--- config.mk ---
export PLATFORM = sky130hd
export DESIGN_NAME = bcpm_power_manager
export DESIGN_NICKNAME = d
export VERILOG_FILES = /design/src/bcpm_power_manager.v
export VERILOG_INCLUDE_DIRS = /design/src /design/src/src
export SDC_FILE = /design/constraint.sdc
export NUM_CORES = 1
export LEC_CHECK = 0
export BUFFER_PORTS_ARGS = -buffer_cell sky130_fd_sc_hd__buf_4
export CORE_MARGIN = 2
export CORE_UTILIZATION = 50
export CTS_CLUSTER_SIZE = 30
export DETAILED_ROUTE_END_ITERATION = 10
export GPL_TIMING_DRIVEN = 0
export PLACE_DENSITY = 0.69
export SETUP_SLACK_MARGIN = 0.1
export SLEW_MARGIN = 15
export SYNTH_ARGS = -nofsm -noshare
export SYNTH_HDL_FRONTEND = slang
export SYNTH_SLANG_ARGS = --single-unit
--- constraint.sdc ---
create_clock -name clk_sys -period 20.9 [get_ports clk_sys]
set_clock_uncertainty 0.1 [all_clocks]
set_input_delay 3.135 -clock clk_sys [delete_from_list [all_inputs] [get_ports clk_sys]]
set_output_delay 3.135 -clock clk_sys [all_outputs]
set_load 0.03 [all_outputs]
--- src/bcpm_regs.vh ---
`ifndef BCPM_REGS_VH
`define BCPM_REGS_VH
// charge modes
`define BCPM_MODE_IDLE     3'h0
`define BCPM_MODE_FAST     3'h1
`define BCPM_MODE_TOPUP    3'h2
`define BCPM_MODE_FLOAT    3'h3
`define BCPM_MODE_TERM     3'h4
// temperature limits, signed 0.1 degC units
`define BCPM_T_FAST_LO     12'sd100
`define BCPM_T_FAST_HI     12'sd270
`define BCPM_T_START_HI    12'sd400
`define BCPM_T_END_MIN     12'sd300
`define BCPM_T_ABS_LO      12'sd100
`define BCPM_T_ABS_HI      12'sd550
// rise rate in 0.1 degC per minute: 0.7 full current, 0.6 reduced
`define BCPM_RATE_FULL     12'sd7
`define BCPM_RATE_LOW      12'sd6
// discharge threshold, amp-seconds
`define BCPM_DISCH_AS      16'd200
// voltages in mV
`define BCPM_V_DROP_MV     16'd50
`define BCPM_V_ALARM_MV    16'd11200
`define BCPM_V_SHUT_MV     16'd11000
`define BCPM_V_CUT_MV      16'd10800
// gauge warning, minutes left
`define BCPM_GAUGE_WARN    16'd30
// times in seconds
`define BCPM_FAST_MAX_S    32'd9360
`define BCPM_TOPUP_S       32'd10800
`define BCPM_SHUT_DELAY_S  32'd300
`define BCPM_FLOAT_PER_S   8'd60
`define BCPM_FLOAT_ON_S    8'd1
// top-up duty: 0.4A of 2A is 1 of 5 seconds on
`define BCPM_TOPUP_PER_S   8'd5
`define BCPM_TOPUP_ON_S    8'd1
// clock rate and seconds tick
`define BCPM_CLK_HZ        100000000
`define BCPM_SEC_CYCLES    (`BCPM_CLK_HZ / 1)
`endif

--- src/bcpm_power_manager.v ---
`timescale 1ns/1ps
`default_nettype none
`include "bcpm_regs.vh"
module bcpm_power_manager #(
  parameter SEC_CYCLES   = `BCPM_SEC_CYCLES,
  parameter FAST_MAX_S   = `BCPM_FAST_MAX_S,
  parameter TOPUP_S      = `BCPM_TOPUP_S,
  parameter SHUT_DELAY_S = `BCPM_SHUT_DELAY_S
) (
  // clock and reset
  input  wire        clk_sys,
  input  wire        rstn,
  // battery measurements
  input  wire signed [11:0] batt_temp,
  input  wire [15:0] batt_mv,
  input  wire [15:0] disch_as,
  input  wire        load_reduced,
  input  wire [15:0] gauge_min,
  input  wire        main_power_ok,
  // switches and watchdog
  input  wire        sw_a,
  input  wire        sw_b,
  input  wire        wdog_alarm,
  // main processor side
  input  wire        cmd_valid,
  input  wire [7:0]  cmd_code,
  input  wire        off_req,
  output reg         rsp_valid,
  output reg  [31:0] rsp_data,
  output reg         sw_event,
  // power and charge controls
  output reg         sys_power,
  output reg         charger_on,
  output reg  [2:0]  charge_mode,
  output reg         sram_backup,
  output reg         warn_low,
  output reg         warn_tone,
  output reg         alarm_low,
  output reg         pump_inhibit,
  output reg         backup_speaker,
  output reg         load_cutoff
);

  // seconds tick
  reg  [31:0] sec_cnt;
  wire        tick = (sec_cnt == SEC_CYCLES - 1);
  always @(posedge clk_sys or negedge rstn) begin
    if (!rstn) begin
      sec_cnt <= 32'h0;
    end else if (tick) begin
      sec_cnt <= 32'h0;
    end else begin
      sec_cnt <= sec_cnt + 32'h1;
    end
  end

  // duty window helper: on for first on_s of every per_s seconds
  function duty_on;
    input [7:0] phase;
    input [7:0] on_s;
    begin
      duty_on = (phase < on_s);
    end
  endfunction

  // temperature window helpers
  wire t_abs_bad  = (batt_temp < `BCPM_T_ABS_LO) || (batt_temp > `BCPM_T_ABS_HI);
  wire t_start_ok = (batt_temp >= `BCPM_T_ABS_LO) && (batt_temp <= `BCPM_T_START_HI);
  wire t_fast_ok  = (batt_temp >= `BCPM_T_FAST_LO) && (batt_temp <= `BCPM_T_FAST_HI);

  // charge state
  reg  [31:0]        phase_s;
  reg  [31:0]        on_s;
  reg  [7:0]         win;
  reg  [15:0]        v_peak;
  reg  signed [11:0] t_start;
  reg  [31:0]        min_base;
  wire [7:0]         win_per = (charge_mode == `BCPM_MODE_FLOAT) ? `BCPM_FLOAT_PER_S
                                                                  : `BCPM_TOPUP_PER_S;
  // rise since start, compared against rate times elapsed minutes
  wire signed [31:0] rise   = $signed({{20{batt_temp[11]}}, batt_temp})
                              - $signed({{20{t_start[11]}}, t_start});
  wire [11:0]        rate   = load_reduced ? `BCPM_RATE_LOW : `BCPM_RATE_FULL;
  wire [31:0]        mins   = phase_s / 32'd60;
  wire [31:0]        need   = mins * {20'h0, rate};
  wire               rate_hit = (mins != 32'h0) && (rise >= $signed(need));
  wire               fast_end = ((batt_temp >= `BCPM_T_END_MIN) && rate_hit)
                                || ({1'b0, batt_mv} + `BCPM_V_DROP_MV <= {1'b0, v_peak})
                                || (phase_s > FAST_MAX_S);

  // charge cycle state machine
  always @(posedge clk_sys or negedge rstn) begin
    if (!rstn) begin
      charge_mode <= `BCPM_MODE_IDLE;
      phase_s     <= 32'h0;
      on_s        <= 32'h0;
      win         <= 8'h0;
      v_peak      <= 16'h0;
      t_start     <= 12'sh0;
      min_base    <= 32'h0;
    end else begin
      case (charge_mode)
        `BCPM_MODE_IDLE: begin
          if (t_fast_ok && t_start_ok && (disch_as > `BCPM_DISCH_AS)) begin
            charge_mode <= `BCPM_MODE_FAST;
            phase_s     <= 32'h0;
            v_peak      <= batt_mv;
            t_start     <= batt_temp;
          end
        end
        `BCPM_MODE_FAST: begin
          if (t_abs_bad) begin
            charge_mode <= `BCPM_MODE_TERM;
          end else if (fast_end) begin
            charge_mode <= `BCPM_MODE_TOPUP;
            phase_s     <= 32'h0;
            on_s        <= 32'h0;
            win         <= 8'h0;
          end else begin
            if (batt_mv > v_peak) begin
              v_peak <= batt_mv;
            end
            if (tick) begin
              phase_s <= phase_s + 32'h1;
            end
          end
        end
        `BCPM_MODE_TOPUP: begin
          if (t_abs_bad) begin
            charge_mode <= `BCPM_MODE_TERM;
          end else if (on_s >= TOPUP_S) begin
            charge_mode <= `BCPM_MODE_FLOAT;
            win         <= 8'h0;
          end else if (tick) begin
            if (charger_on) begin
              on_s <= on_s + 32'h1;
            end
            win <= (win == win_per - 8'h1) ? 8'h0 : win + 8'h1;
          end
        end
        `BCPM_MODE_FLOAT: begin
          if (t_abs_bad) begin
            charge_mode <= `BCPM_MODE_TERM;
          end else if (t_fast_ok && (disch_as > `BCPM_DISCH_AS)) begin
            charge_mode <= `BCPM_MODE_FAST;
            phase_s     <= 32'h0;
            v_peak      <= batt_mv;
            t_start     <= batt_temp;
          end else if (tick) begin
            win <= (win == win_per - 8'h1) ? 8'h0 : win + 8'h1;
          end
        end
        `BCPM_MODE_TERM: begin
          if (t_start_ok) begin
            charge_mode <= `BCPM_MODE_IDLE;
          end
        end
        default: begin
          charge_mode <= `BCPM_MODE_IDLE;
        end
      endcase
    end
  end

  // charger drive per mode
  reg next_charger_on;
  always @* begin
    case (charge_mode)
      `BCPM_MODE_FAST:  next_charger_on = 1'b1;
      `BCPM_MODE_TOPUP: next_charger_on = duty_on(win, `BCPM_TOPUP_ON_S);
      `BCPM_MODE_FLOAT: next_charger_on = duty_on(win, `BCPM_FLOAT_ON_S);
      default:          next_charger_on = 1'b0;
    endcase
    if (t_abs_bad) begin
      next_charger_on = 1'b0;
    end
  end

  // switch edge detect
  reg  sw_q;
  wire sw_any   = sw_a | sw_b;
  wire sw_press = sw_any & ~sw_q;

  // press decode; a refused press while off is not reported
  wire press_cut = sw_press & wdog_alarm;
  wire press_on  = sw_press & ~sys_power & ~load_cutoff;
  wire press_fwd = sw_press & sys_power;

  // battery alarm timer
  reg [31:0] alarm_s;

  // power sequencing and alarms
  always @(posedge clk_sys or negedge rstn) begin
    if (!rstn) begin
      sw_q           <= 1'b0;
      sys_power      <= 1'b0;
      sw_event       <= 1'b0;
      charger_on     <= 1'b0;
      sram_backup    <= 1'b0;
      warn_low       <= 1'b0;
      warn_tone      <= 1'b0;
      alarm_low      <= 1'b0;
      pump_inhibit   <= 1'b0;
      backup_speaker <= 1'b0;
      load_cutoff    <= 1'b0;
      alarm_s        <= 32'h0;
    end else begin
      sw_q        <= sw_any;
      charger_on  <= next_charger_on;
      sram_backup <= ~main_power_ok;
      sw_event    <= 1'b0;
      if (press_cut) begin
        sys_power <= 1'b0;
      end else if (press_on) begin
        sys_power <= 1'b1;
        sw_event  <= 1'b1;
      end else if (press_fwd) begin
        sw_event  <= 1'b1;
      end else if (off_req && sys_power) begin
        sys_power <= 1'b0;
      end else if (backup_speaker && alarm_s >= SHUT_DELAY_S) begin
        sys_power <= 1'b0;
      end else if (load_cutoff) begin
        sys_power <= 1'b0;
      end
      // low battery levels, cleared when power is off; load_cutoff clears only with main_power_ok and batt_mv above cut
      warn_low  <= sys_power && (gauge_min <= `BCPM_GAUGE_WARN);
      warn_tone <= sys_power && (gauge_min <= `BCPM_GAUGE_WARN);
      if (!sys_power) begin
        alarm_low      <= 1'b0;
        pump_inhibit   <= 1'b0;
        backup_speaker <= 1'b0;
        alarm_s        <= 32'h0;
      end else begin
        if (batt_mv <= `BCPM_V_ALARM_MV) begin
          alarm_low    <= 1'b1;
          pump_inhibit <= 1'b1;
        end
        if (batt_mv <= `BCPM_V_SHUT_MV) begin
          backup_speaker <= 1'b1;
        end
        if (alarm_low && tick) begin
          alarm_s <= alarm_s + 32'h1;
        end
      end
      if (batt_mv <= `BCPM_V_CUT_MV) begin
        load_cutoff <= 1'b1;
      end else if (main_power_ok) begin
        load_cutoff <= 1'b0;
      end
    end
  end

  // status word returned with each answer
  wire [31:0] status_word = {cmd_code,
                             charge_mode,
                             charger_on,
                             sys_power,
                             warn_low,
                             alarm_low,
                             backup_speaker,
                             load_cutoff,
                             sram_backup,
                             batt_mv[11:0],
                             2'h0};

  // command answer with status word
  always @(posedge clk_sys or negedge rstn) begin
    if (!rstn) begin
      rsp_valid <= 1'b0;
      rsp_data  <= 32'h0;
    end else begin
      rsp_valid <= cmd_valid;
      if (cmd_valid) begin
        rsp_data <= status_word;
      end
    end
  end

endmodule
`default_nettype wire

==> metrics <==
clock buffer count from CTS=23; status=completed; CTS HTree Levels=1; transition time at the pin with the least slew margin=~0.82 ns; Crit. End Element=register; number of storage elements in the synthesis netlist=around 210; post-synthesis async set-or-reset flop share=1.00; setup TNS after final layout=0 ns; WL per Instance=around 17 µm; number of buffers on the longest clock path=3; MaxCap Viol Count=0; number of non-filler instances in the completed layout=between 2,000 and 3,000; class of the most critical hold timing path=reg2reg; unrepaired setup endpoints after global routing=false; post-synthesis instance area=18,200 µm²; core outline area=~36,000 µm²; setup slack at placement=0.359 ns; data arrival time of the worst path=~20 ns; crit path time final=between 15 and 20 ns; post-route antenna net violation count=0; Area Growth Syn to Fin=14.4%; DIE HEIGHT=just under 200 µm; final number of hold-violating endpoints=0; Final Worst Setup Slack=between 1.5 and 2 ns; sum of routed wire length over all layers=between 40,000 and 50,000 µm; clock tree from TritonCTS=built; leading cell type in the layout, fill and taps excluded=nor2_1; x dimension of the die=195 µm; Overall Global Routing Usage=0.240; Port-buffer cells=between 100 and 150; Pins Over Slew Limit=0; Crit Path Class=reg2reg; final weighted congestion of routability-driven global placement=between 0.8 and 0.9; critical path data required time=about 21 ns; remaining global-route overflow=0; Initial Util=0.510; unique cell type count in the Yosys netlist=~120; first-iteration detailed-routing DRC count=between 1,000 and 1,500; maximum number of pins on one net before global-route repair=about 110; Leakage=between 9 and 10 nW; worst-skew pair later-pin latency=between 0.5 and 0.6 ns; cell family contributing the most delay on the critical path=compound AO/OA/AOI/OAI gates; Synth Instances=~2,100; power density over the cells=roughly 150 nW/µm²; CP max-delay cell=or4b_4; Clock Root Buffer=clkbuf_16; Max Clock Freq=roughly 0.052 GHz; final setup fails=0; Top Ports=roughly 120; Worst path max stage delay=~0.62 ns; proportion of synthesized chip area in sequential cells=0.285; most common cell type on the critical path=a21oi_1; HPWL Detailed=34,900 µm; final period utilization=0.923; Yosys Warn Count=0; Hold WS=approximately 0.38 ns; most used cells in the layout excluding fill and tap cells=213 x nor2_1, 207 x dfrtp_1, 141 x nand2_1; via count of the routed design=around 17,000; cts hold-fix bufs=0; Rows=69; sort of element at the start of the critical path=register; wire length of the first global-routing pass=roughly 78,000 µm; dominant register cell in the synthesized netlist=dfrtp_1; clock slew seen by the registers of the worst setup and hold paths=~0.060 ns; average footprint of a synthesized cell=between 8 and 9 µm²; Cells after DPL=~2,700; vias in the first global route=15,900; Layout Nets=approximately 2,500; ratio of routed vias to standard cells=6.01; largest vdd supply drop=0.207 mV; proportion of layout cells with a drive suffix above 1=0.151; Relative slew margins=0.444; antenna violations before repair=1; Die Outline Area=37,900 µm²; count of buffer and inverter cells on the critical path=5; number of enable-type register cells in the synthesized netlist=0; final core utilization=0.583; Pre-antenna DRT Iters=7; clock sink total=207; # DRC=0; CP Max Fanout=9
-- sequential cells by signal, summed over array words and instances, names as in the netlist, 8 cells and up --
register  cells
alarm_s      32
win           8
phase_s      32
sec_cnt      32
on_s         32
v_peak       16
t_start      12
rsp_data     30
-- cell type report --
type	count	area [µm²]
antenna	1	2.50
multi-input combinational	1699	12300
clock inverter	9	128
timing repair buffer	126	1010
buffer	89	408
clock buffer	31	666
tap	461	577
inverter	137	514
sequential	207	5180
fill	3160	14900
-- cell families (layout without fill, tap and decap cells) --
logic type | after synthesis | in the layout | share of synthesized area
AOI/OAI and AO/OA | 567 | 567 | 0.224
and+or+nand+nor | 768 | 768 | 0.214
DFF | 207 | 207 | 0.285
other | 1 | 3 | 0.000206
adders and majority gates | 156 | 156 | 0.118
buffers and inverters | 226 | 392 | 0.0508
xor gates and xnor gates | 140 | 140 | 0.0675
muxes | 66 | 66 | 0.0410
-- worst reg2reg max path: cells and delay by family (launching register included) --
kind / cells / cell delay, ns
buffers and inverters: 5 / 0.77
muxes: 2 / 0.75
and+or+nand+nor: 16 / 4.35
DFF: 1 / 0.37
adders and majority gates: 3 / 1.13
AOI/OAI and AO/OA: 49 / 11.73
-- cell usage after synthesis, types with 9 or more instances --
cell type | number | share of area
nor2b_1 | 22 | 0.0076
ha_1 | 124 | 0.085
or2_2 | 9 | 0.0031
fa_1 | 27 | 0.030
a31oi_1 | 27 | 0.0093
nand2_1 | 141 | 0.029
or3_1 | 24 | 0.0083
buf_4 | 10 | 0.0041
a21oi_1 | 139 | 0.038
a211oi_1 | 19 | 0.0079
buf_2 | 11 | 0.0030
inv_1 | 130 | 0.027
nand4_1 | 43 | 0.015
and4_1 | 13 | 0.0063
nor4_1 | 38 | 0.013
o31ai_1 | 13 | 0.0054
nor3_1 | 47 | 0.013
mux2i_1 | 9 | 0.0050
and3_1 | 39 | 0.013
o211ai_1 | 16 | 0.0066
nand2b_1 | 20 | 0.0069
nand3_1 | 92 | 0.025
clkbuf_1 | 63 | 0.013
and2_1 | 23 | 0.0079
o21a_1 | 17 | 0.0070
nor2_1 | 217 | 0.045
o21bai_1 | 31 | 0.013
dfrtp_1 | 207 | 0.29
o21ai_1 | 13 | 0.0036
xnor2_1 | 75 | 0.036
o21ai_0 | 91 | 0.025
a21o_1 | 31 | 0.013
xor2_1 | 65 | 0.031
a2111oi_0 | 11 | 0.0053
mux2_2 | 53 | 0.033
-- repair_timing --
item / 4_1_cts / 5_1_grt
resized for setup: 0 / 45
setup endpoints to repair: 0 / 85
buffers inserted: 0 / 5
-- report_power, final --
| group | internal, mW | switching, mW | total [mW] |
|---|---|---|---|
| combinational | 0.993 | 1.26 | 2.25 |
| clock | 0.260 | 0.170 | 0.430 |
| sequential | 0.428 | 0.0144 | 0.443 |
-- worst paths after layout --
path | start | to | slack (ns) | depth (start not counted)
worst max-delay path | phase_s[31]$_DFFE_PN0P_ | phase_s[31]$_DFFE_PN0P_ | 1.60 | 75
worst min-delay path | v_peak[3]$_DFFE_PN0P_ | v_peak[3]$_DFFE_PN0P_ | 0.38 | 2
worst max register to register | phase_s[31]$_DFFE_PN0P_ | phase_s[31]$_DFFE_PN0P_ | 1.60 | 75
worst min register to register | v_peak[3]$_DFFE_PN0P_ | v_peak[3]$_DFFE_PN0P_ | 0.38 | 2
max in group asynchronous | rstn | on_s[14]$_DFFE_PN0P_ | 17.26 | 3
min in group asynchronous | rstn | sw_q$_DFF_PN0_ | 2.28 | 1
-- per-stage QoR --
stage                     power [mW]  cell area (µm²)
after floorplan                 2.20            18200
after global placement          2.58            19600
after detailed placement        2.64            19700
after CTS                       3.10            20500
after global routing            3.49            20800
final                           3.12            20800
-- layer usage --
layer,vias up,GRT usage,wire [µm]
met1,8050,0.338,21600
met5,-,0,0
met3,66,0.0236,1770
met2,370,0.402,22100
li1,8088,-,-
met4,0,0.0496,830
Note: power is estimated with default switching activity, not from simulation.
